<file path="src/asm_pkg.sv">
// Constants, types and codes shared by the amplifier monitor-and-control logic.
// Assumes byte-wide serial streams already de-framed by the UARTs around it.
`default_nettype none
package asm_pkg;
  // ****************************************
  // Framing characters
  // ****************************************
  localparam logic [7:0] CH_LT    = 8'h3c;
  localparam logic [7:0] CH_GT    = 8'h3e;
  localparam logic [7:0] CH_A     = 8'h41;
  localparam logic [7:0] CH_HASH  = 8'h23;
  localparam logic [7:0] CH_L     = 8'h4c;
  localparam logic [7:0] CH_P     = 8'h50;
  localparam logic [7:0] CH_X     = 8'h58;
  localparam logic [7:0] CH_O     = 8'h4f;
  localparam logic [7:0] CH_S     = 8'h53;
  localparam logic [7:0] CH_T     = 8'h54;
  localparam logic [7:0] CH_F     = 8'h46;
  localparam logic [7:0] CH_R     = 8'h52;
  localparam logic [7:0] CH_ZERO  = 8'h30;
  localparam logic [7:0] CH_ONE   = 8'h31;
  localparam logic [7:0] CH_TWO   = 8'h32;
  localparam logic [7:0] CH_SPACE = 8'h20;
  localparam logic [7:0] CH_CR    = 8'h0d;
  localparam logic [7:0] CH_LF    = 8'h0a;
  localparam logic [7:0] CH_LA    = 8'h61;
  // Terminal keys
  localparam logic [7:0] KEY_M    = 8'h6d;
  localparam logic [7:0] KEY_U    = 8'h75;
  localparam logic [7:0] KEY_N    = 8'h6e;
  localparam logic [7:0] KEY_SW1  = 8'h53;
  localparam logic [7:0] KEY_SW2  = 8'h57;
  // ****************************************
  // Checksum and lengths
  // ****************************************
  localparam logic [15:0] CK_BIAS = 16'h0020;
  localparam logic [15:0] CK_MOD  = 16'h005f;
  localparam logic [4:0]  LAST_L    = 5'h0a;
  localparam logic [4:0]  LAST_P    = 5'h18;
  localparam logic [4:0]  LAST_MENU = 5'h08;
  // ****************************************
  // Status byte fields
  // ****************************************
  localparam int ALM_SILENCED  = 7;
  localparam int ALM_LOCK_LOST = 5;
  localparam int RED_REDUNDANT = 0;
  localparam logic [7:0] ALM_CODE_OK = 8'h00;

  typedef struct packed {
    logic [7:0] alarm_flags;
    logic [7:0] redundancy_flags;
  } asm_stat_s;

  typedef enum logic [6:0] {
    RX_IDLE    = 7'b0000001,
    RX_ADDR_HI = 7'b0000010,
    RX_ADDR_LO = 7'b0000100,
    RX_FIXED_A = 7'b0001000,
    RX_CMD     = 7'b0010000,
    RX_BODY    = 7'b0100000,
    RX_FRAME_CHECKSUM    = 7'b1000000
  } asm_rx_e;

  typedef enum logic [2:0] {
    TX_IDLE = 3'b001,
    TX_LOAD = 3'b010,
    TX_WAIT = 3'b100
  } asm_tx_e;

  typedef enum logic [2:0] {
    KIND_L    = 3'b001,
    KIND_P    = 3'b010,
    KIND_MENU = 3'b100
  } asm_kind_e;
endpackage : asm_pkg
`default_nettype wire

</file>
<file path="src/asm_monitor_ctrl.sv">
// Serial monitor-and-control command interpreter of one amplifier unit.
// Assumes de-framed byte streams and status inputs on the CLK_SYS domain.
// What this block does
// - Alarm byte 0x20 lock lost, 0x80 silenced.
// - Enter key resends the main menu.
// - Terminal silence command disables RF output unless a bus restore completes in the same cycle.
// - Terminal restore command re-enables RF output unless a bus silence completes in the same cycle.
// - Path-toggle flips switch, redundant pair only; a bus set in the same cycle sets it instead.
// - Reply starts '>', address, A, data, '#', checksum.
// - Checksum: sum byte minus 0x20, mod 0x5f, plus 0x20.
// - Sixteen-bit sum through the '#' byte.
// - Indicator query answers L plus ASCII characters.
// - Alarm byte first, redundancy byte second.
// - Alarm byte bit map, bit 7 silenced.
// - Redundancy byte bit map, bits 7-5 unused.
// - Parameter query answers P plus labelled values.
// - Labels hotspot, shroud, forward, reflected power.
// - X then O sets switch on a redundant pair only, P restores, S silences.
// - Control commands get no reply.
`timescale 1ns/10ps
`default_nettype none
module asm_monitor_ctrl (
  // Clock and reset
  input  wire logic       CLK_SYS,
  input  wire logic       NRST,
  // Unit address, 0 to 31
  input  wire logic [4:0] UNIT_ADDR,
  // Raw status from the unit
  input  wire logic [6:0] ALARM_IN,
  input  wire logic [7:0] REDUND_IN,
  input  wire logic [7:0] HOTSPOT_TEMP,
  input  wire logic [7:0] SHROUD_TEMP,
  input  wire logic [7:0] FWD_POWER,
  input  wire logic [7:0] REFL_POWER,
  // Terminal port
  input  wire logic       TERM_RX_VALID,
  input  wire logic [7:0] TERM_RX_DATA,
  output logic            TERM_TX_VALID,
  output logic [7:0]      TERM_TX_DATA,
  input  wire logic       TERM_TX_READY,
  // Multidrop port
  input  wire logic       BUS_RX_VALID,
  input  wire logic [7:0] BUS_RX_DATA,
  output logic            BUS_TX_VALID,
  output logic [7:0]      BUS_TX_DATA,
  input  wire logic       BUS_TX_READY,
  // Unit controls
  output logic            RF_ENABLE,
  output logic            GUIDE_SWITCH
);
  // ****************************************
  // Status bytes
  // ****************************************
  asm_pkg::asm_stat_s stat;
  // alarm bit map; bit 7 from silence state
  assign stat.alarm_flags      = {!RF_ENABLE, ALARM_IN};
  // bits 7 to 5 read zero
  assign stat.redundancy_flags = {3'h0, REDUND_IN[4:0]};
  function automatic logic [7:0] hex_char(input logic [3:0] n);
    hex_char = (n < 4'ha) ? asm_pkg::CH_ZERO + {4'h0, n} : asm_pkg::CH_LA + {4'h0, n} - 8'h0a;
  endfunction : hex_char
  function automatic logic [7:0] dec_char(input logic [7:0] v, input logic [1:0] pos);
    logic [7:0] d;
    d = (pos == 2'h2) ? v / 8'd100 : (pos == 2'h1) ? (v / 8'd10) % 8'd10 : v % 8'd10;
    dec_char = asm_pkg::CH_ZERO + d;
  endfunction : dec_char
  // ****************************************
  // Terminal key decode
  // ****************************************
  logic [7:0] prev_key_ff;
  logic       term_enter, term_mute, term_unmute, term_toggle;
  assign term_enter  = TERM_RX_VALID && (TERM_RX_DATA == asm_pkg::CH_CR);
  assign term_mute   = TERM_RX_VALID && (prev_key_ff == asm_pkg::KEY_M) && (TERM_RX_DATA == asm_pkg::KEY_U);
  assign term_unmute = TERM_RX_VALID && (prev_key_ff == asm_pkg::KEY_U) && (TERM_RX_DATA == asm_pkg::KEY_N);
  assign term_toggle = TERM_RX_VALID && (prev_key_ff == asm_pkg::KEY_SW1) && (TERM_RX_DATA == asm_pkg::KEY_SW2)
                       && stat.redundancy_flags[asm_pkg::RED_REDUNDANT];
  // ****************************************
  // Request packet receiver
  // ****************************************
  asm_pkg::asm_rx_e rx_st_ff, nxt_rx_st;
  logic [15:0]      rx_sum_ff, rx_sum_add;
  logic [4:0]       rx_addr_ff;
  logic [7:0]       rx_cmd_ff, rx_sub_ff, rx_ck_want;
  logic             rx_sub_seen_ff, rx_ok;
  logic             do_query_l, do_query_p, do_set_guide, do_restore, do_silence;
  // bias each byte, 16-bit running sum
  assign rx_sum_add = rx_sum_ff + {8'h00, BUS_RX_DATA} - asm_pkg::CK_BIAS;
  assign rx_ck_want = 8'((rx_sum_ff % asm_pkg::CK_MOD) + asm_pkg::CK_BIAS);
  // drop bad checksum or other address
  assign rx_ok      = BUS_RX_VALID && (rx_st_ff == asm_pkg::RX_FRAME_CHECKSUM) && (BUS_RX_DATA == rx_ck_want)
                      && (rx_addr_ff == UNIT_ADDR);
  assign do_query_l   = rx_ok && (rx_cmd_ff == asm_pkg::CH_L);
  assign do_query_p   = rx_ok && (rx_cmd_ff == asm_pkg::CH_P);
  // X selects a control action; none of them answer
  assign do_set_guide = rx_ok && (rx_cmd_ff == asm_pkg::CH_X) && rx_sub_seen_ff && (rx_sub_ff == asm_pkg::CH_O)
                        && stat.redundancy_flags[asm_pkg::RED_REDUNDANT];
  assign do_restore   = rx_ok && (rx_cmd_ff == asm_pkg::CH_X) && rx_sub_seen_ff && (rx_sub_ff == asm_pkg::CH_P);
  assign do_silence   = rx_ok && (rx_cmd_ff == asm_pkg::CH_X) && rx_sub_seen_ff && (rx_sub_ff == asm_pkg::CH_S);
  always_comb begin
    nxt_rx_st = rx_st_ff;
    if (BUS_RX_VALID) begin
      if (BUS_RX_DATA == asm_pkg::CH_LT) begin
        nxt_rx_st = asm_pkg::RX_ADDR_HI;
      end else begin
        case (rx_st_ff)
          asm_pkg::RX_ADDR_HI: nxt_rx_st = asm_pkg::RX_ADDR_LO;
          asm_pkg::RX_ADDR_LO: nxt_rx_st = asm_pkg::RX_FIXED_A;
          asm_pkg::RX_FIXED_A: nxt_rx_st = (BUS_RX_DATA == asm_pkg::CH_A) ? asm_pkg::RX_CMD : asm_pkg::RX_IDLE;
          asm_pkg::RX_CMD:     nxt_rx_st = (BUS_RX_DATA == asm_pkg::CH_HASH) ? asm_pkg::RX_IDLE : asm_pkg::RX_BODY;
          asm_pkg::RX_BODY:    nxt_rx_st = (BUS_RX_DATA == asm_pkg::CH_HASH) ? asm_pkg::RX_FRAME_CHECKSUM : asm_pkg::RX_BODY;
          asm_pkg::RX_FRAME_CHECKSUM:    nxt_rx_st = asm_pkg::RX_IDLE;
          default:             nxt_rx_st = asm_pkg::RX_IDLE;
        endcase
      end
    end
  end
  always_ff @(posedge CLK_SYS or negedge NRST) begin
    if (!NRST) begin
      rx_st_ff       <= asm_pkg::RX_IDLE;
      rx_sum_ff      <= 16'h0000;
      rx_addr_ff     <= 5'h00;
      rx_cmd_ff      <= 8'h00;
      rx_sub_ff      <= 8'h00;
      rx_sub_seen_ff <= 1'b0;
    end else begin
      rx_st_ff <= nxt_rx_st;
      if (BUS_RX_VALID && (BUS_RX_DATA == asm_pkg::CH_LT)) begin
        rx_sum_ff      <= {8'h00, asm_pkg::CH_LT} - asm_pkg::CK_BIAS;
        rx_addr_ff     <= 5'h00;
        rx_sub_seen_ff <= 1'b0;
      end else if (BUS_RX_VALID && (rx_st_ff != asm_pkg::RX_FRAME_CHECKSUM) && (rx_st_ff != asm_pkg::RX_IDLE)) begin
        rx_sum_ff <= rx_sum_add;
        if (rx_st_ff == asm_pkg::RX_ADDR_HI) begin
          rx_addr_ff <= 5'({1'b0, BUS_RX_DATA[3:0]} * 5'd10);
        end
        if (rx_st_ff == asm_pkg::RX_ADDR_LO) begin
          rx_addr_ff <= rx_addr_ff + {1'b0, BUS_RX_DATA[3:0]};
        end
        if (rx_st_ff == asm_pkg::RX_CMD) begin
          rx_cmd_ff <= BUS_RX_DATA;
        end
        if ((rx_st_ff == asm_pkg::RX_BODY) && !rx_sub_seen_ff && (BUS_RX_DATA != asm_pkg::CH_HASH)) begin
          rx_sub_ff      <= BUS_RX_DATA;
          rx_sub_seen_ff <= 1'b1;
        end
      end
    end
  end
  // ****************************************
  // Unit control state
  // ****************************************
  // held until a command or reset
  always_ff @(posedge CLK_SYS or negedge NRST) begin
    if (!NRST) begin
      prev_key_ff  <= 8'h00;
      RF_ENABLE    <= 1'b1;
      GUIDE_SWITCH <= 1'b0;
    end else begin
      prev_key_ff <= TERM_RX_VALID ? TERM_RX_DATA : prev_key_ff;
      if (do_silence || (term_mute && !do_restore)) begin
        RF_ENABLE <= 1'b0;
      end else if (do_restore || term_unmute) begin
        RF_ENABLE <= 1'b1;
      end
      if (do_set_guide) begin
        GUIDE_SWITCH <= 1'b1;
      end else if (term_toggle) begin
        GUIDE_SWITCH <= !GUIDE_SWITCH;
      end
    end
  end
  // ****************************************
  // Reply and menu transmitter
  // ****************************************
  // One engine for both ports: a request that arrives while it is busy is dropped.
  asm_pkg::asm_tx_e   tx_st_ff;
  asm_pkg::asm_kind_e kind_ff;
  logic [4:0]         idx_ff, last_idx;
  logic [15:0]        tx_sum_ff;
  logic [7:0]         data_ff, cur_byte, tx_ck;
  logic               tx_ready;
  assign last_idx = (kind_ff == asm_pkg::KIND_P) ? asm_pkg::LAST_P :
                    (kind_ff == asm_pkg::KIND_L) ? asm_pkg::LAST_L : asm_pkg::LAST_MENU;
  assign tx_ready = (kind_ff == asm_pkg::KIND_MENU) ? TERM_TX_READY : BUS_TX_READY;
  assign tx_ck    = 8'((tx_sum_ff % asm_pkg::CK_MOD) + asm_pkg::CK_BIAS);
  always_comb begin
    cur_byte = asm_pkg::CH_SPACE;
    if (kind_ff == asm_pkg::KIND_MENU) begin
      case (idx_ff)
        5'h00, 5'h07: cur_byte = asm_pkg::CH_CR;
        5'h01, 5'h08: cur_byte = asm_pkg::CH_LF;
        5'h02:        cur_byte = hex_char(stat.alarm_flags[7:4]);
        5'h03:        cur_byte = hex_char(stat.alarm_flags[3:0]);
        5'h05:        cur_byte = hex_char(stat.redundancy_flags[7:4]);
        5'h06:        cur_byte = hex_char(stat.redundancy_flags[3:0]);
        default:      cur_byte = asm_pkg::CH_SPACE;
      endcase
    end else if (idx_ff == last_idx) begin
      cur_byte = tx_ck;
    end else if (idx_ff == last_idx - 5'h01) begin
      cur_byte = asm_pkg::CH_HASH;
    end else if (idx_ff < 5'h05) begin
      case (idx_ff)
        5'h00:   cur_byte = asm_pkg::CH_GT;
        5'h01:   cur_byte = dec_char({3'h0, UNIT_ADDR}, 2'h1);
        5'h02:   cur_byte = dec_char({3'h0, UNIT_ADDR}, 2'h0);
        5'h03:   cur_byte = asm_pkg::CH_A;
        default: cur_byte = (kind_ff == asm_pkg::KIND_L) ? asm_pkg::CH_L : asm_pkg::CH_P;
      endcase
    end else if (kind_ff == asm_pkg::KIND_L) begin
      // alarm then redundancy, as ASCII hex
      case (idx_ff)
        5'h05:   cur_byte = hex_char(stat.alarm_flags[7:4]);
        5'h06:   cur_byte = hex_char(stat.alarm_flags[3:0]);
        5'h07:   cur_byte = hex_char(stat.redundancy_flags[7:4]);
        default: cur_byte = hex_char(stat.redundancy_flags[3:0]);
      endcase
    end else begin
      case (idx_ff)
        5'h05, 5'h0a: cur_byte = asm_pkg::CH_T;
        5'h06:        cur_byte = asm_pkg::CH_ONE;
        5'h07:        cur_byte = dec_char(HOTSPOT_TEMP, 2'h2);
        5'h08:        cur_byte = dec_char(HOTSPOT_TEMP, 2'h1);
        5'h09:        cur_byte = dec_char(HOTSPOT_TEMP, 2'h0);
        5'h0b:        cur_byte = asm_pkg::CH_TWO;
        5'h0c:        cur_byte = dec_char(SHROUD_TEMP, 2'h2);
        5'h0d:        cur_byte = dec_char(SHROUD_TEMP, 2'h1);
        5'h0e:        cur_byte = dec_char(SHROUD_TEMP, 2'h0);
        5'h0f:        cur_byte = asm_pkg::CH_F;
        5'h10:        cur_byte = dec_char(FWD_POWER, 2'h2);
        5'h11:        cur_byte = dec_char(FWD_POWER, 2'h1);
        5'h12:        cur_byte = dec_char(FWD_POWER, 2'h0);
        5'h13:        cur_byte = asm_pkg::CH_R;
        5'h14:        cur_byte = dec_char(REFL_POWER, 2'h2);
        5'h15:        cur_byte = dec_char(REFL_POWER, 2'h1);
        default:      cur_byte = dec_char(REFL_POWER, 2'h0);
      endcase
    end
  end
  always_ff @(posedge CLK_SYS or negedge NRST) begin
    if (!NRST) begin
      tx_st_ff      <= asm_pkg::TX_IDLE;
      kind_ff       <= asm_pkg::KIND_MENU;
      idx_ff        <= 5'h00;
      tx_sum_ff     <= 16'h0000;
      data_ff       <= 8'h00;
      TERM_TX_VALID <= 1'b0;
      BUS_TX_VALID  <= 1'b0;
    end else begin
      case (tx_st_ff)
        asm_pkg::TX_IDLE: begin
          idx_ff    <= 5'h00;
          tx_sum_ff <= 16'h0000;
          if (do_query_l || do_query_p || term_enter) begin
            kind_ff  <= do_query_l ? asm_pkg::KIND_L : do_query_p ? asm_pkg::KIND_P : asm_pkg::KIND_MENU;
            tx_st_ff <= asm_pkg::TX_LOAD;
          end
        end
        asm_pkg::TX_LOAD: begin
          data_ff       <= cur_byte;
          tx_sum_ff     <= tx_sum_ff + {8'h00, cur_byte} - asm_pkg::CK_BIAS;
          TERM_TX_VALID <= (kind_ff == asm_pkg::KIND_MENU);
          BUS_TX_VALID  <= (kind_ff != asm_pkg::KIND_MENU);
          tx_st_ff      <= asm_pkg::TX_WAIT;
        end
        asm_pkg::TX_WAIT: begin
          if (tx_ready) begin
            TERM_TX_VALID <= 1'b0;
            BUS_TX_VALID  <= 1'b0;
            idx_ff        <= idx_ff + 5'h01;
            tx_st_ff      <= (idx_ff == last_idx) ? asm_pkg::TX_IDLE : asm_pkg::TX_LOAD;
          end
        end
        default: tx_st_ff <= asm_pkg::TX_IDLE;
      endcase
    end
  end
  assign TERM_TX_DATA = data_ff;
  assign BUS_TX_DATA  = data_ff;
endmodule : asm_monitor_ctrl
`default_nettype wire

</file>
<file path="config.mk">
export PLATFORM = sky130hd
export DESIGN_NAME = asm_monitor_ctrl
export DESIGN_NICKNAME = d
export VERILOG_FILES = /design/src/asm_pkg.sv /design/src/asm_monitor_ctrl.sv
export SDC_FILE = /design/constraint.sdc
export NUM_CORES = 1
export LEC_CHECK = 0
export BUFFER_PORTS_ARGS = -buffer_cell sky130_fd_sc_hd__buf_2
export CAP_MARGIN = 10
export CORE_UTILIZATION = 30
export DETAILED_ROUTE_END_ITERATION = 10
export GPL_ROUTABILITY_DRIVEN = 0
export PLACE_DENSITY = 0.41
export SLEW_MARGIN = 0
export SYNTH_ARGS = -nofsm -noshare
export SYNTH_HDL_FRONTEND = slang
export SYNTH_SLANG_ARGS = --single-unit
</file>
<file path="constraint.sdc">
create_clock -name CLK_SYS -period 15.31 [get_ports CLK_SYS]
set_input_delay 4.593 -clock CLK_SYS [delete_from_list [all_inputs] [get_ports CLK_SYS]]
set_output_delay 4.593 -clock CLK_SYS [all_outputs]
set_load 0.005 [all_outputs]
</file>
Word level (Yosys, flattened, before mapping)
Index checks and enable logic that the tools add are counted.
{"block": "word_totals", "regBits": 92, "input_bits": 74, "out_inout_bits": 20}
{"block": "classes", "n_reduce_logical": 53, "mul": 1, "div_mod_pow": 21, "n_bitwise": 1, "addsub": 35, "n_eq_ne": 58, "n_mux": 47, "n_lt_le_gt_ge": 5}
{"cell": "8-bit one-hot mux with 16 select lines", "n": 1}
{"cell": "6-bit by 8-bit adder with 8-bit output (first input constant)", "n": 14}
{"cell": "8-bit by 7-bit == test with 1-bit output (second input constant)", "n": 13}
{"cell": "8-bit by 4-bit remainder unit with 8-bit output (second input constant)", "n": 9}
{"cell": "8-bit 2-to-1 mux", "n": 9}
{"cell": "8-bit one-hot mux with 6 select lines", "n": 1}
{"cell": "5-bit by 4-bit == test with 1-bit output (second input constant)", "n": 8}
{"cell": "5-bit 2-to-1 mux", "n": 8}
{"cell": "7-bit one-hot mux with 5 select lines", "n": 1}
{"cell": "16-bit by 8-bit adder with 16-bit output", "n": 2}
{"cell": "8-bit by 4-bit divider with 8-bit output (second input constant)", "n": 4}
{"cell": "8-bit by 7-bit divider with 8-bit output (second input constant)", "n": 4}
{"cell": "16-bit by 7-bit remainder unit with 16-bit output (second input constant)", "n": 2}
{"cell": "16-bit 2-to-1 mux", "n": 2}
{"cell": "16-bit one-hot mux with 2 select lines", "n": 1}
{"cell": "8-bit one-hot mux with 4 select lines", "n": 1}
{"cell": "16-bit by 6-bit subtractor with 16-bit output (second input constant)", "n": 2}
{"cell": "8-bit by 4-bit subtractor with 8-bit output (second input constant)", "n": 4}
{"cell": "5-bit == test (second input constant)", "n": 6}
{"cell": "1-bit logical AND", "n": 25}
{"cell": "7-bit by 4-bit adder with 8-bit output (first input constant)", "n": 3}
{"cell": "8-bit one-hot mux with 3 select lines", "n": 1}
{"cell": "6-bit by 4-bit adder with 7-bit output (first input constant)", "n": 3}
{"cell": "8-bit by 6-bit adder with 8-bit output (second input constant)", "n": 2}
{"cell": "other kinds (49)", "n": 95}

Longest topological paths before layout
Gate-level depths: netlist (run 1).
{"block": "logic_depth", "word_depth": 13, "depth_mapped": 60, "ltp_nobuf": 53}

Least setup slack after synthesis (run 1)
OpenSTA, ideal clock, no wires.
{"block": "synth_path", "path_type": "input-to-reg", "from": "in FWD_POWER[3]", "to": "reg tx_sum_ff[15]", "t_arrival_ps": 12441, "path_stages": 49, "path_slack_ps": 2737, "path_cell_list": "clkbuf_1 > inv_1 > ha_1 > nand2b_1 > nand2_1 > o21ai_0 > a31oi_1 > xnor2_1 > nand2b_1 > o21ai_0 > a21oi_1 > inv_1 > o21ai_0 > a21oi_1 > and2_1 > clkbuf_1 > and3_1 > o31ai_1 > [... 13 more ...] > a211oi_1 > a21oi_1 > o21a_1 > ha_1 > inv_1 > ha_1 > inv_1 > o21bai_1 > a21oi_1 > o21bai_1 > a21oi_1 > o21bai_1 > a21oi_1 > o21bai_1 > a21o_1 > a21oi_1 > xor2_1 > o21ai_0"}
{"block": "synth_between", "elab_chain_len": 12, "word_cells_on_any_way": 16}
{"item": "from (decl)", "line_no": "asm_monitor_ctrl.sv:33", "rtl": "input wire logic [7:0] FWD_POWER,"}
{"item": "8-bit by 4-bit divider with 8-bit output"}
{"item": "8-bit by 4-bit remainder unit with 8-bit output"}
{"item": "6-bit by 8-bit adder with 8-bit output", "line_no": "asm_monitor_ctrl.sv:65", "rtl": "dec_char = asm_pkg::CH_ZERO + d;"}
{"item": "8-bit one-hot mux with 16 select lines *", "line_no": "asm_monitor_ctrl.sv:219", "rtl": "case (idx_ff)"}
{"item": "8-bit 2-to-1 mux *", "line_no": "asm_monitor_ctrl.sv:210", "rtl": "end else if (kind_ff == asm_pkg::KIND_L) begin"}
{"item": "8-bit 2-to-1 mux *", "line_no": "asm_monitor_ctrl.sv:202", "rtl": "end else if (idx_ff < 5'h05) begin"}
{"item": "8-bit 2-to-1 mux *", "line_no": "asm_monitor_ctrl.sv:200", "rtl": "end else if (idx_ff == last_idx - 5'h01) begin"}
{"item": "8-bit 2-to-1 mux *", "line_no": "asm_monitor_ctrl.sv:198", "rtl": "end else if (idx_ff == last_idx) begin"}
{"item": "8-bit 2-to-1 mux *", "line_no": "asm_monitor_ctrl.sv:188", "rtl": "if (kind_ff == asm_pkg::KIND_MENU) begin"}
{"item": "16-bit by 8-bit adder with 16-bit output *", "line_no": "asm_monitor_ctrl.sv:261", "rtl": "tx_sum_ff <= tx_sum_ff + {8'h00, cur_byte} - asm_pkg::CK_BIAS;"}
{"item": "16-bit by 6-bit subtractor with 16-bit output *", "line_no": "asm_monitor_ctrl.sv:261"}
{"item": "16-bit one-hot mux with 2 select lines *", "line_no": "asm_monitor_ctrl.sv:250", "rtl": "case (tx_st_ff)"}
{"item": "to (signal assigned)", "line_no": "asm_monitor_ctrl.sv:261"}
{"item": "to (decl)", "line_no": "asm_monitor_ctrl.sv:179", "rtl": "logic [15:0] tx_sum_ff;"}
Mark *: on every way between the ends. The rest lies on a longest branch, timed or not.
A chain may end at the register's enable or synchronous reset.

Final worst setup path (run 1)
{"block": "layout_path", "from": "reg tx_sum_ff[8]", "to": "reg tx_sum_ff[15]"}
{"block": "layout_between", "elab_chain_len": 7}
{"item": "16-bit by 7-bit remainder unit with 16-bit output", "line_no": "asm_monitor_ctrl.sv:185", "rtl": "assign tx_ck = 8'((tx_sum_ff % asm_pkg::CK_MOD) + asm_pkg::CK_BIAS);"}
{"item": "8-bit by 6-bit adder with 8-bit output", "line_no": "asm_monitor_ctrl.sv:185"}
{"item": "8-bit 2-to-1 mux", "line_no": "asm_monitor_ctrl.sv:198"}
{"item": "8-bit 2-to-1 mux", "line_no": "asm_monitor_ctrl.sv:188"}
{"item": "named net cur_byte[1]", "line_no": "asm_monitor_ctrl.sv:180", "rtl": "logic [7:0] data_ff, cur_byte, tx_ck;"}
{"item": "16-bit by 8-bit adder with 16-bit output", "line_no": "asm_monitor_ctrl.sv:261"}
{"item": "16-bit by 6-bit subtractor with 16-bit output", "line_no": "asm_monitor_ctrl.sv:261"}
{"item": "16-bit one-hot mux with 2 select lines", "line_no": "asm_monitor_ctrl.sv:250"}
The timed path passes the listed nets, and every way through them passes these cells.

==> impl_metrics.csv, run 1 <==
group,metric,value,unit
worst_setup_path,ff2ff_path_depth,53,
cts,clockBufferDepth,2,
synth,ys_ff_latch,92,
global_route,overflow,0,
synth,async_flop_share,1.00,
timing,layout_min_cycle_time,13.92,ns
timing,final.setup_skew,0.0153,ns
global_route,grt_first_pass_wirelength,93200,µm
final_layout,nets,2577,
floorplan,coreArea,56800,µm²
placed_design,post-dp-hpwl,46000,µm
synth,synth_edf_count,0,
worst_setup_path,r2r-end,"tx_sum_ff[15]$_DFFE_PN0P_",
cts,clkSinkCount,92,
hold_path,min_path_type,"register to register",
hold_path,min_path_cells,1,
final_layout,diodes,0,
routing,drt-total-wl,57100,µm
cts,clock_latency,0.36,ns
worst_setup_path,cp_slowest_cell,"a31oi_1",
timing,fin_tns_setup,0,ns
routing,drc,0,
synth,synth_cells,2371,
floorplan,start_util,0.306,
cts,cts_made_buffers,9,
worst_setup_path,cp_common_cell,"a21oi_1",
cts,cts_resized,0,
synth,synth_fp_nets,2560,
timing,maxSlewHeadroom,0.260,
timing,final_max_slew_viol_count,0,
timing,max_freq,71.8,MHz
worst_setup_path,cp-start-kind,"register",
timing,setup_viol,0,
hold_path,holdPathEnd,"RF_ENABLE$_DFFE_PN1P_",
routing,via_count,17900,
timing,worst_pin_slew,1.11,ns
synth,yosys_warnings,0,
synth,yosys.cell_types.count,138,
synth,yosysSeqAreaShare,0.133,
run_status,run_status,"finished clean",
routing,dr.pass1.iters,5,
cts,clock-root-buffer,"clkbuf_16",
cts,clk_pin_slew,0.08,ns
floorplan,fp-row-count,87,
worst_setup_path,max_stage_delay,0.57,ns
worst_setup_path,rr_startpoint,"tx_sum_ff[8]$_DFFE_PN0P_",
cts,cts_tree,"yes",
final_layout,syn_to_final_growth,7.77,%
floorplan,ios,94,
worst_setup_path,cp.required,15.60,ns
worst_setup_path,cp.arrival,14.21,ns
worst_setup_path,critical_path_class,"register to register",
worst_setup_path,critPathMaxFanout,12,
routing,wl_per_cell,18.1,µm
cts,h-tree-depth,3,
synth,synth_area_per_cell,7.34,µm²
timing,period_share,0.909,
cts,cts_setup_buffers,0,
global_route,antenna_found_initial,8,
routing,first_iter_violations,976,
floorplan,die_area,59000,µm²
timing,hold_violations,0,
floorplan,die_h,243,µm
floorplan,die_x,243,µm
routing,vias_per_cell,5.70,
global_route,grt_use_total,0.190,
worst_setup_path,r2r_slack,1.39,ns
synth,synthFlopType,"dfrtp_1",
global_route,grt_pass1_vias,17100,
final_layout,drive_gt1_frac,0.108,
worst_setup_path,critical_path.endpoint_type,"register",
timing,rsz0062_at_grt,"no",
run,cap_violations,0,
routing,ant_nets,0,
cts,hold_buffers,0,
global_route,grt_max_degree,54,
hold_path,min-delay-start,"rx_sub_ff[0]$_DFFE_PN0P_",
synth,netlist_area,17400,µm²
placed_design,port_buffers,90,
## flip-flops by register name, summed over array words and instances, names as in the netlist
register,cells
rx_addr_ff,5
RF_ENABLE,1
rx_sub_ff,8
idx_ff,5
GUIDE_SWITCH,1
BUS_TX_DATA,8
rx_sub_seen_ff,1
prev_key_ff,8
tx_st_ff,3
TERM_TX_VALID,1
tx_sum_ff,16
kind_ff,3
rx_cmd_ff,8
BUS_TX_VALID,1
rx_st_ff,7
rx_sum_ff,16
## cells in the mapped netlist, types with 15 or more instances
master | n | share of area
a22oi_1 | 16 | 0.0069
nor2b_1 | 29 | 0.010
inv_1 | 119 | 0.026
xor2_1 | 49 | 0.025
nor3_1 | 78 | 0.022
o21ai_0 | 170 | 0.049
nand2b_1 | 32 | 0.012
nand2_1 | 235 | 0.051
nor2_1 | 182 | 0.039
a21o_1 | 31 | 0.013
a21oi_1 | 145 | 0.042
o21ai_1 | 22 | 0.0063
and2_1 | 26 | 0.0093
nand4_1 | 30 | 0.011
o21bai_1 | 23 | 0.0099
o31ai_1 | 23 | 0.0099
o21a_1 | 22 | 0.0095
clkbuf_1 | 67 | 0.014
xnor2_1 | 111 | 0.056
o22ai_1 | 22 | 0.0079
and3_1 | 29 | 0.010
a22o_1 | 22 | 0.011
dfrtp_1 | 88 | 0.13
mux2_2 | 33 | 0.021
ha_1 | 112 | 0.081
a211oi_1 | 29 | 0.013
nor3b_1 | 15 | 0.0065
or3_1 | 25 | 0.0090
o211ai_1 | 29 | 0.013
nand3_1 | 92 | 0.026
nor4_1 | 22 | 0.0079
a31oi_1 | 45 | 0.016
mux2i_1 | 43 | 0.025
## metrics by stage
stage / instances / hold slack, ns / worst slack [ns] / instance area, µm² / util
after global placement: 3133 / 0.458 / 1.35 / 18400 / 0.324
after global routing: 3149 / 0.496 / 0.175 / 18700 / 0.330
after detailed placement: 3133 / 0.466 / 1.24 / 18400 / 0.324
final: 3149 / 0.464 / 1.39 / 18700 / 0.330
after CTS: 3149 / 0.477 / 1.20 / 18700 / 0.330
after floorplan: 2371 / 0.422 / 2.74 / 17400 / -
## cell families (layout without fill, tap and decap cells)
| group | after synthesis | count (layout) | synth area share |
|---|---|---|---|
| flops | 92 | 92 | 0.133 |
| simple gates | 886 | 886 | 0.261 |
| fa+ha+maj | 121 | 121 | 0.0875 |
| xor+xnor | 168 | 168 | 0.0890 |
| mux | 78 | 78 | 0.0474 |
| buf+inv | 217 | 239 | 0.0525 |
| compound gates | 809 | 809 | 0.330 |
## cell type report
type | count | area (µm²)
Timing Repair Buffer | 103 | 551
Clock buffer | 10 | 239
Tap cell | 756 | 946
Inverter | 120 | 450
Sequential cell | 92 | 2310
Fill cell | 6250 | 38100
Clock inverter | 6 | 53.8
Multi-Input combinational cell | 2062 | 14200
## placed cells by master, fill, tap and decap left out, drive strengths merged, types with 12 or more instances in the layout
| cell type | Yosys | final |
|---|---|---|
| nor2 | 185 | 185 |
| or3 | 27 | 27 |
| nor3b | 16 | 16 |
| o311ai | 18 | 18 |
| nand2 | 237 | 237 |
| or2 | 12 | 12 |
| ha | 112 | 112 |
| and2 | 29 | 29 |
| nor2b | 29 | 29 |
| a21oi | 151 | 151 |
| nand3 | 93 | 93 |
| and3 | 29 | 29 |
| buf | 29 | 103 |
| o22ai | 24 | 24 |
| mux2i | 43 | 43 |
| nand2b | 32 | 32 |
| mux2 | 35 | 35 |
| xnor2 | 117 | 117 |
| inv | 119 | 122 |
| nand4 | 30 | 30 |
| xor2 | 50 | 50 |
| nor4 | 24 | 24 |
| o21bai | 25 | 25 |
| o31ai | 25 | 25 |
| o21a | 23 | 23 |
| nand4b | 13 | 13 |
| a22oi | 18 | 18 |
| o41ai | 15 | 15 |
| o211ai | 36 | 36 |
| a211oi | 34 | 34 |
| a31oi | 46 | 46 |
| o21ai | 196 | 196 |
| nor3 | 80 | 80 |
| a22o | 22 | 22 |
| o2111ai | 14 | 14 |
| dfrtp | 88 | 88 |
| a21o | 31 | 31 |
## critical path, delay by kind of cell (launching register included)
kind,cells,cell delay [ns]
AOI/OAI and AO/OA,31,7.12
buffers and inverters,3,0.52
and+or+nand+nor,9,2.72
DFF,1,0.52
adders and majority gates,5,1.29
muxes,2,0.76
xor gates and xnor gates,3,0.87
## routing by layer
metal  track usage  wire, µm  up-vias
met3        0.0208      1750       56
met4        0.0340       839        6
met2         0.325     27000      316
met1         0.257     27500     8582
li1              -         -     8985
met5             0        36        -
## worst max path at each step
stage | start | to | slack [ns] | cells after the start
4_1_cts | rx_sum_ff[8]$_DFFE_PN0P_ | kind_ff[0]$_DFFE_PN0P_ | 1.20 | 43
2_1_floorplan | FWD_POWER[3] | tx_sum_ff[15]$_DFFE_PN0P_ | 2.74 | 49
3_3_place_gp | tx_sum_ff[8]$_DFFE_PN0P_ | tx_sum_ff[15]$_DFFE_PN0P_ | 1.35 | 53
6_report | tx_sum_ff[8]$_DFFE_PN0P_ | tx_sum_ff[15]$_DFFE_PN0P_ | 1.39 | 53
3_5_place_dp | FWD_POWER[3] | tx_sum_ff[15]$_DFFE_PN0P_ | 1.24 | 47
5_1_grt | tx_sum_ff[8]$_DFFE_PN0P_ | tx_sum_ff[14]$_DFFE_PN0P_ | 0.18 | 50
Power of run 1 is not shown: default switching activity piles up to over one toggle a cycle in this logic, so the estimate is an artifact.
==> run 2: changes to the inputs <==
CELL_PAD_IN_SITES_DETAIL_PLACEMENT = 1   (was default)
CELL_PAD_IN_SITES_GLOBAL_PLACEMENT = 1   (was default)
GPL_TIMING_DRIVEN = 0   (was default)
PLACE_DENSITY = 0.53   (was 0.41)
==> run 2 against run 1 <==
  * Highest routed layer unchanged
  * Final area increased by 2.2%
  * Fmax decreased by 1.9%
  * Critical path type is now input pin to register
  * Setup slack got worse by 0.27 ns
==> impl_metrics.csv, run 2 (synthesis gave the netlist of run 1 again) <==
group,metric,value,unit
global_route,use_met3,0.0200,
routing,dr.pass1.iters,5,
floorplan,die_x,243,µm
routing,first_iter_violations,933,
timing,max_freq,70.4,MHz
worst_setup_path,cp-start-kind,"input pin",
worst_setup_path,r2r-end,"tx_sum_ff[15]$_DFFE_PN0P_",
floorplan,start_util,0.306,
global_route,grt_use_total,0.215,
worst_setup_path,critical_path.endpoint_type,"register",
worst_setup_path,cp.arrival,14.46,ns
timing,fin_tns_setup,0,ns
global_route,overflow,0,
worst_setup_path,critical_path_class,"input pin to register",
worst_setup_path,ff2ff_path_depth,57,
final_layout,reg_top3,"rx_sum_ff: 16 flops, tx_sum_ff: 16 flops",
placed_design,dp_cells,3211,
final_layout,final_cell_mix,"235 x nand2_1, 182 x nor2_1, 168 x o21ai_0, 144 x a21oi_1, 119 x inv_1",
worst_setup_path,cp.required,15.58,ns
floorplan,coreArea,56800,µm²
final_layout,syn_to_final_growth,10.1,%
final_layout,nets,2657,
worst_setup_path,setup.worst_path.end,"tx_sum_ff[15]$_DFFE_PN0P_",
floorplan,die_area,59000,µm²
timing,final.setup_skew,0.0162,ns
worst_setup_path,cp_common_cell,"a21oi_1",
run_status,run_status,"finished clean",
hold_path,min_path_type,"register to register",
placed_design,port_buffers,82,
run,cap_violations,0,
timing,hold_violations,0,
cts,cts_setup_buffers,0,
cts,h-tree-depth,3,
routing,vias_per_cell,5.77,
worst_setup_path,max_stage_delay,0.57,ns
timing,setup_viol,0,
global_route,use_met2,0.376,
routing,ant_nets,0,
worst_setup_path,cp_slowest_cell,"o41ai_1",
timing,layout_min_cycle_time,14.20,ns
cts,cts_resized,0,
timing,rsz0062_at_grt,"no",
placed_design,post-dp-hpwl,52700,µm
worst_setup_path,rr_startpoint,"tx_sum_ff[8]$_DFFE_PN0P_",
placed_design,dpl_cell_area,18800,µm²
global_route,use_met1,0.289,
global_route,antenna_found_initial,8,
final_layout,final_area,19200,µm²
routing,drt-total-wl,64200,µm
final_layout,instances_no_fill,3230,
global_route,grt_first_pass_wirelength,104000,µm
worst_setup_path,critPathMaxFanout,10,
final_layout,final_common_cell,"nand2_1",
cts,cts_tree,"yes",
cts,clock_latency,0.38,ns
cts,clockBufferDepth,2,
global_route,grt_max_degree,50,
routing,via_count,18600,
floorplan,fp-row-count,87,
floorplan,die_h,243,µm
floorplan,ios,94,
global_route,busiest_layer,"met2",
final_layout,drive_gt1_frac,0.112,
routing,wl_per_cell,19.9,µm
timing,final_max_slew_viol_count,0,
routing,drc,0,
worst_setup_path,cp-startpoint,"FWD_POWER[3]",
cts,clkSinkCount,92,
timing,period_share,0.927,
worst_setup_path,r2r_slack,1.28,ns
timing,worst_pin_slew,1.18,ns
timing,maxSlewHeadroom,0.208,
cts,clk_pin_slew,0.08,ns
cts,hold_buffers,0,
global_route,grt_pass1_vias,18900,
cts,cts_made_buffers,9,
cts,clock-root-buffer,"clkbuf_16",
[run 2: cell count changes in the layout (fill, tap and decap cells not counted), sizes merged]
| cell | before | now |
|---|---|---|
| buf | 103 | 113 |
| clkinv | 3 | 2 |
| inv | 122 | 123 |
| diode | 0 | 1 |
| clkbuf | 10 | 80 |
[run 2: worst min-delay path by stage]
stage / startpoint / slack [ns] / cells after the start / end
6_report: rx_sub_ff[0]$_DFFE_PN0P_ / 0.47 / 1 / RF_ENABLE$_DFFE_PN1P_
5_1_grt: rx_sub_ff[0]$_DFFE_PN0P_ / 0.51 / 1 / RF_ENABLE$_DFFE_PN1P_
4_1_cts: rx_sub_ff[0]$_DFFE_PN0P_ / 0.48 / 1 / RF_ENABLE$_DFFE_PN1P_
3_5_place_dp: rx_sub_ff[0]$_DFFE_PN0P_ / 0.45 / 1 / RF_ENABLE$_DFFE_PN1P_
3_3_place_gp: rx_sub_ff[0]$_DFFE_PN0P_ / 0.45 / 1 / RF_ENABLE$_DFFE_PN1P_
2_1_floorplan: rx_sub_ff[0]$_DFFE_PN0P_ / 0.42 / 1 / RF_ENABLE$_DFFE_PN1P_
[run 2: worst max-delay path, delay by kind of cell]
family          cells  cell delay (ns)
compound gates     26             5.29
xor+xnor            3             0.54
fa+ha+maj           4             1.07
buf+inv             8             1.25
simple gates        9             1.71
[run 2: cell type report]
type	count	area [µm²]
Timing Repair Buffer	86	455
Clock inverter	6	53.8
Antenna cell	1	2.50
Inverter	120	450
Tap cell	756	946
Clock buffer	10	239
Sequential cell	92	2310
Fill cell	7090	37700
Multi-Input combinational cell	2062	14200
Buffer	97	463
[run 2: metal layers]
metal,vias to the layer above,part of all wire
li1,9124,-
met1,9245,0.48
met2,211,0.49
met3,47,0.020
met4,6,0.010
met5,-,0.00061
[run 2: through the flow]
stage	utilization	worst slack [ns]	hold slack [ns]
global placement	0.330	0.699	0.452
global route	0.337	0.0604	0.512
finish	0.337	1.11	0.470
detailed placement	0.331	0.424	0.451
floorplan	-	2.74	0.422
CTS	0.336	0.801	0.477
Power of run 2 is left out for the same reason.
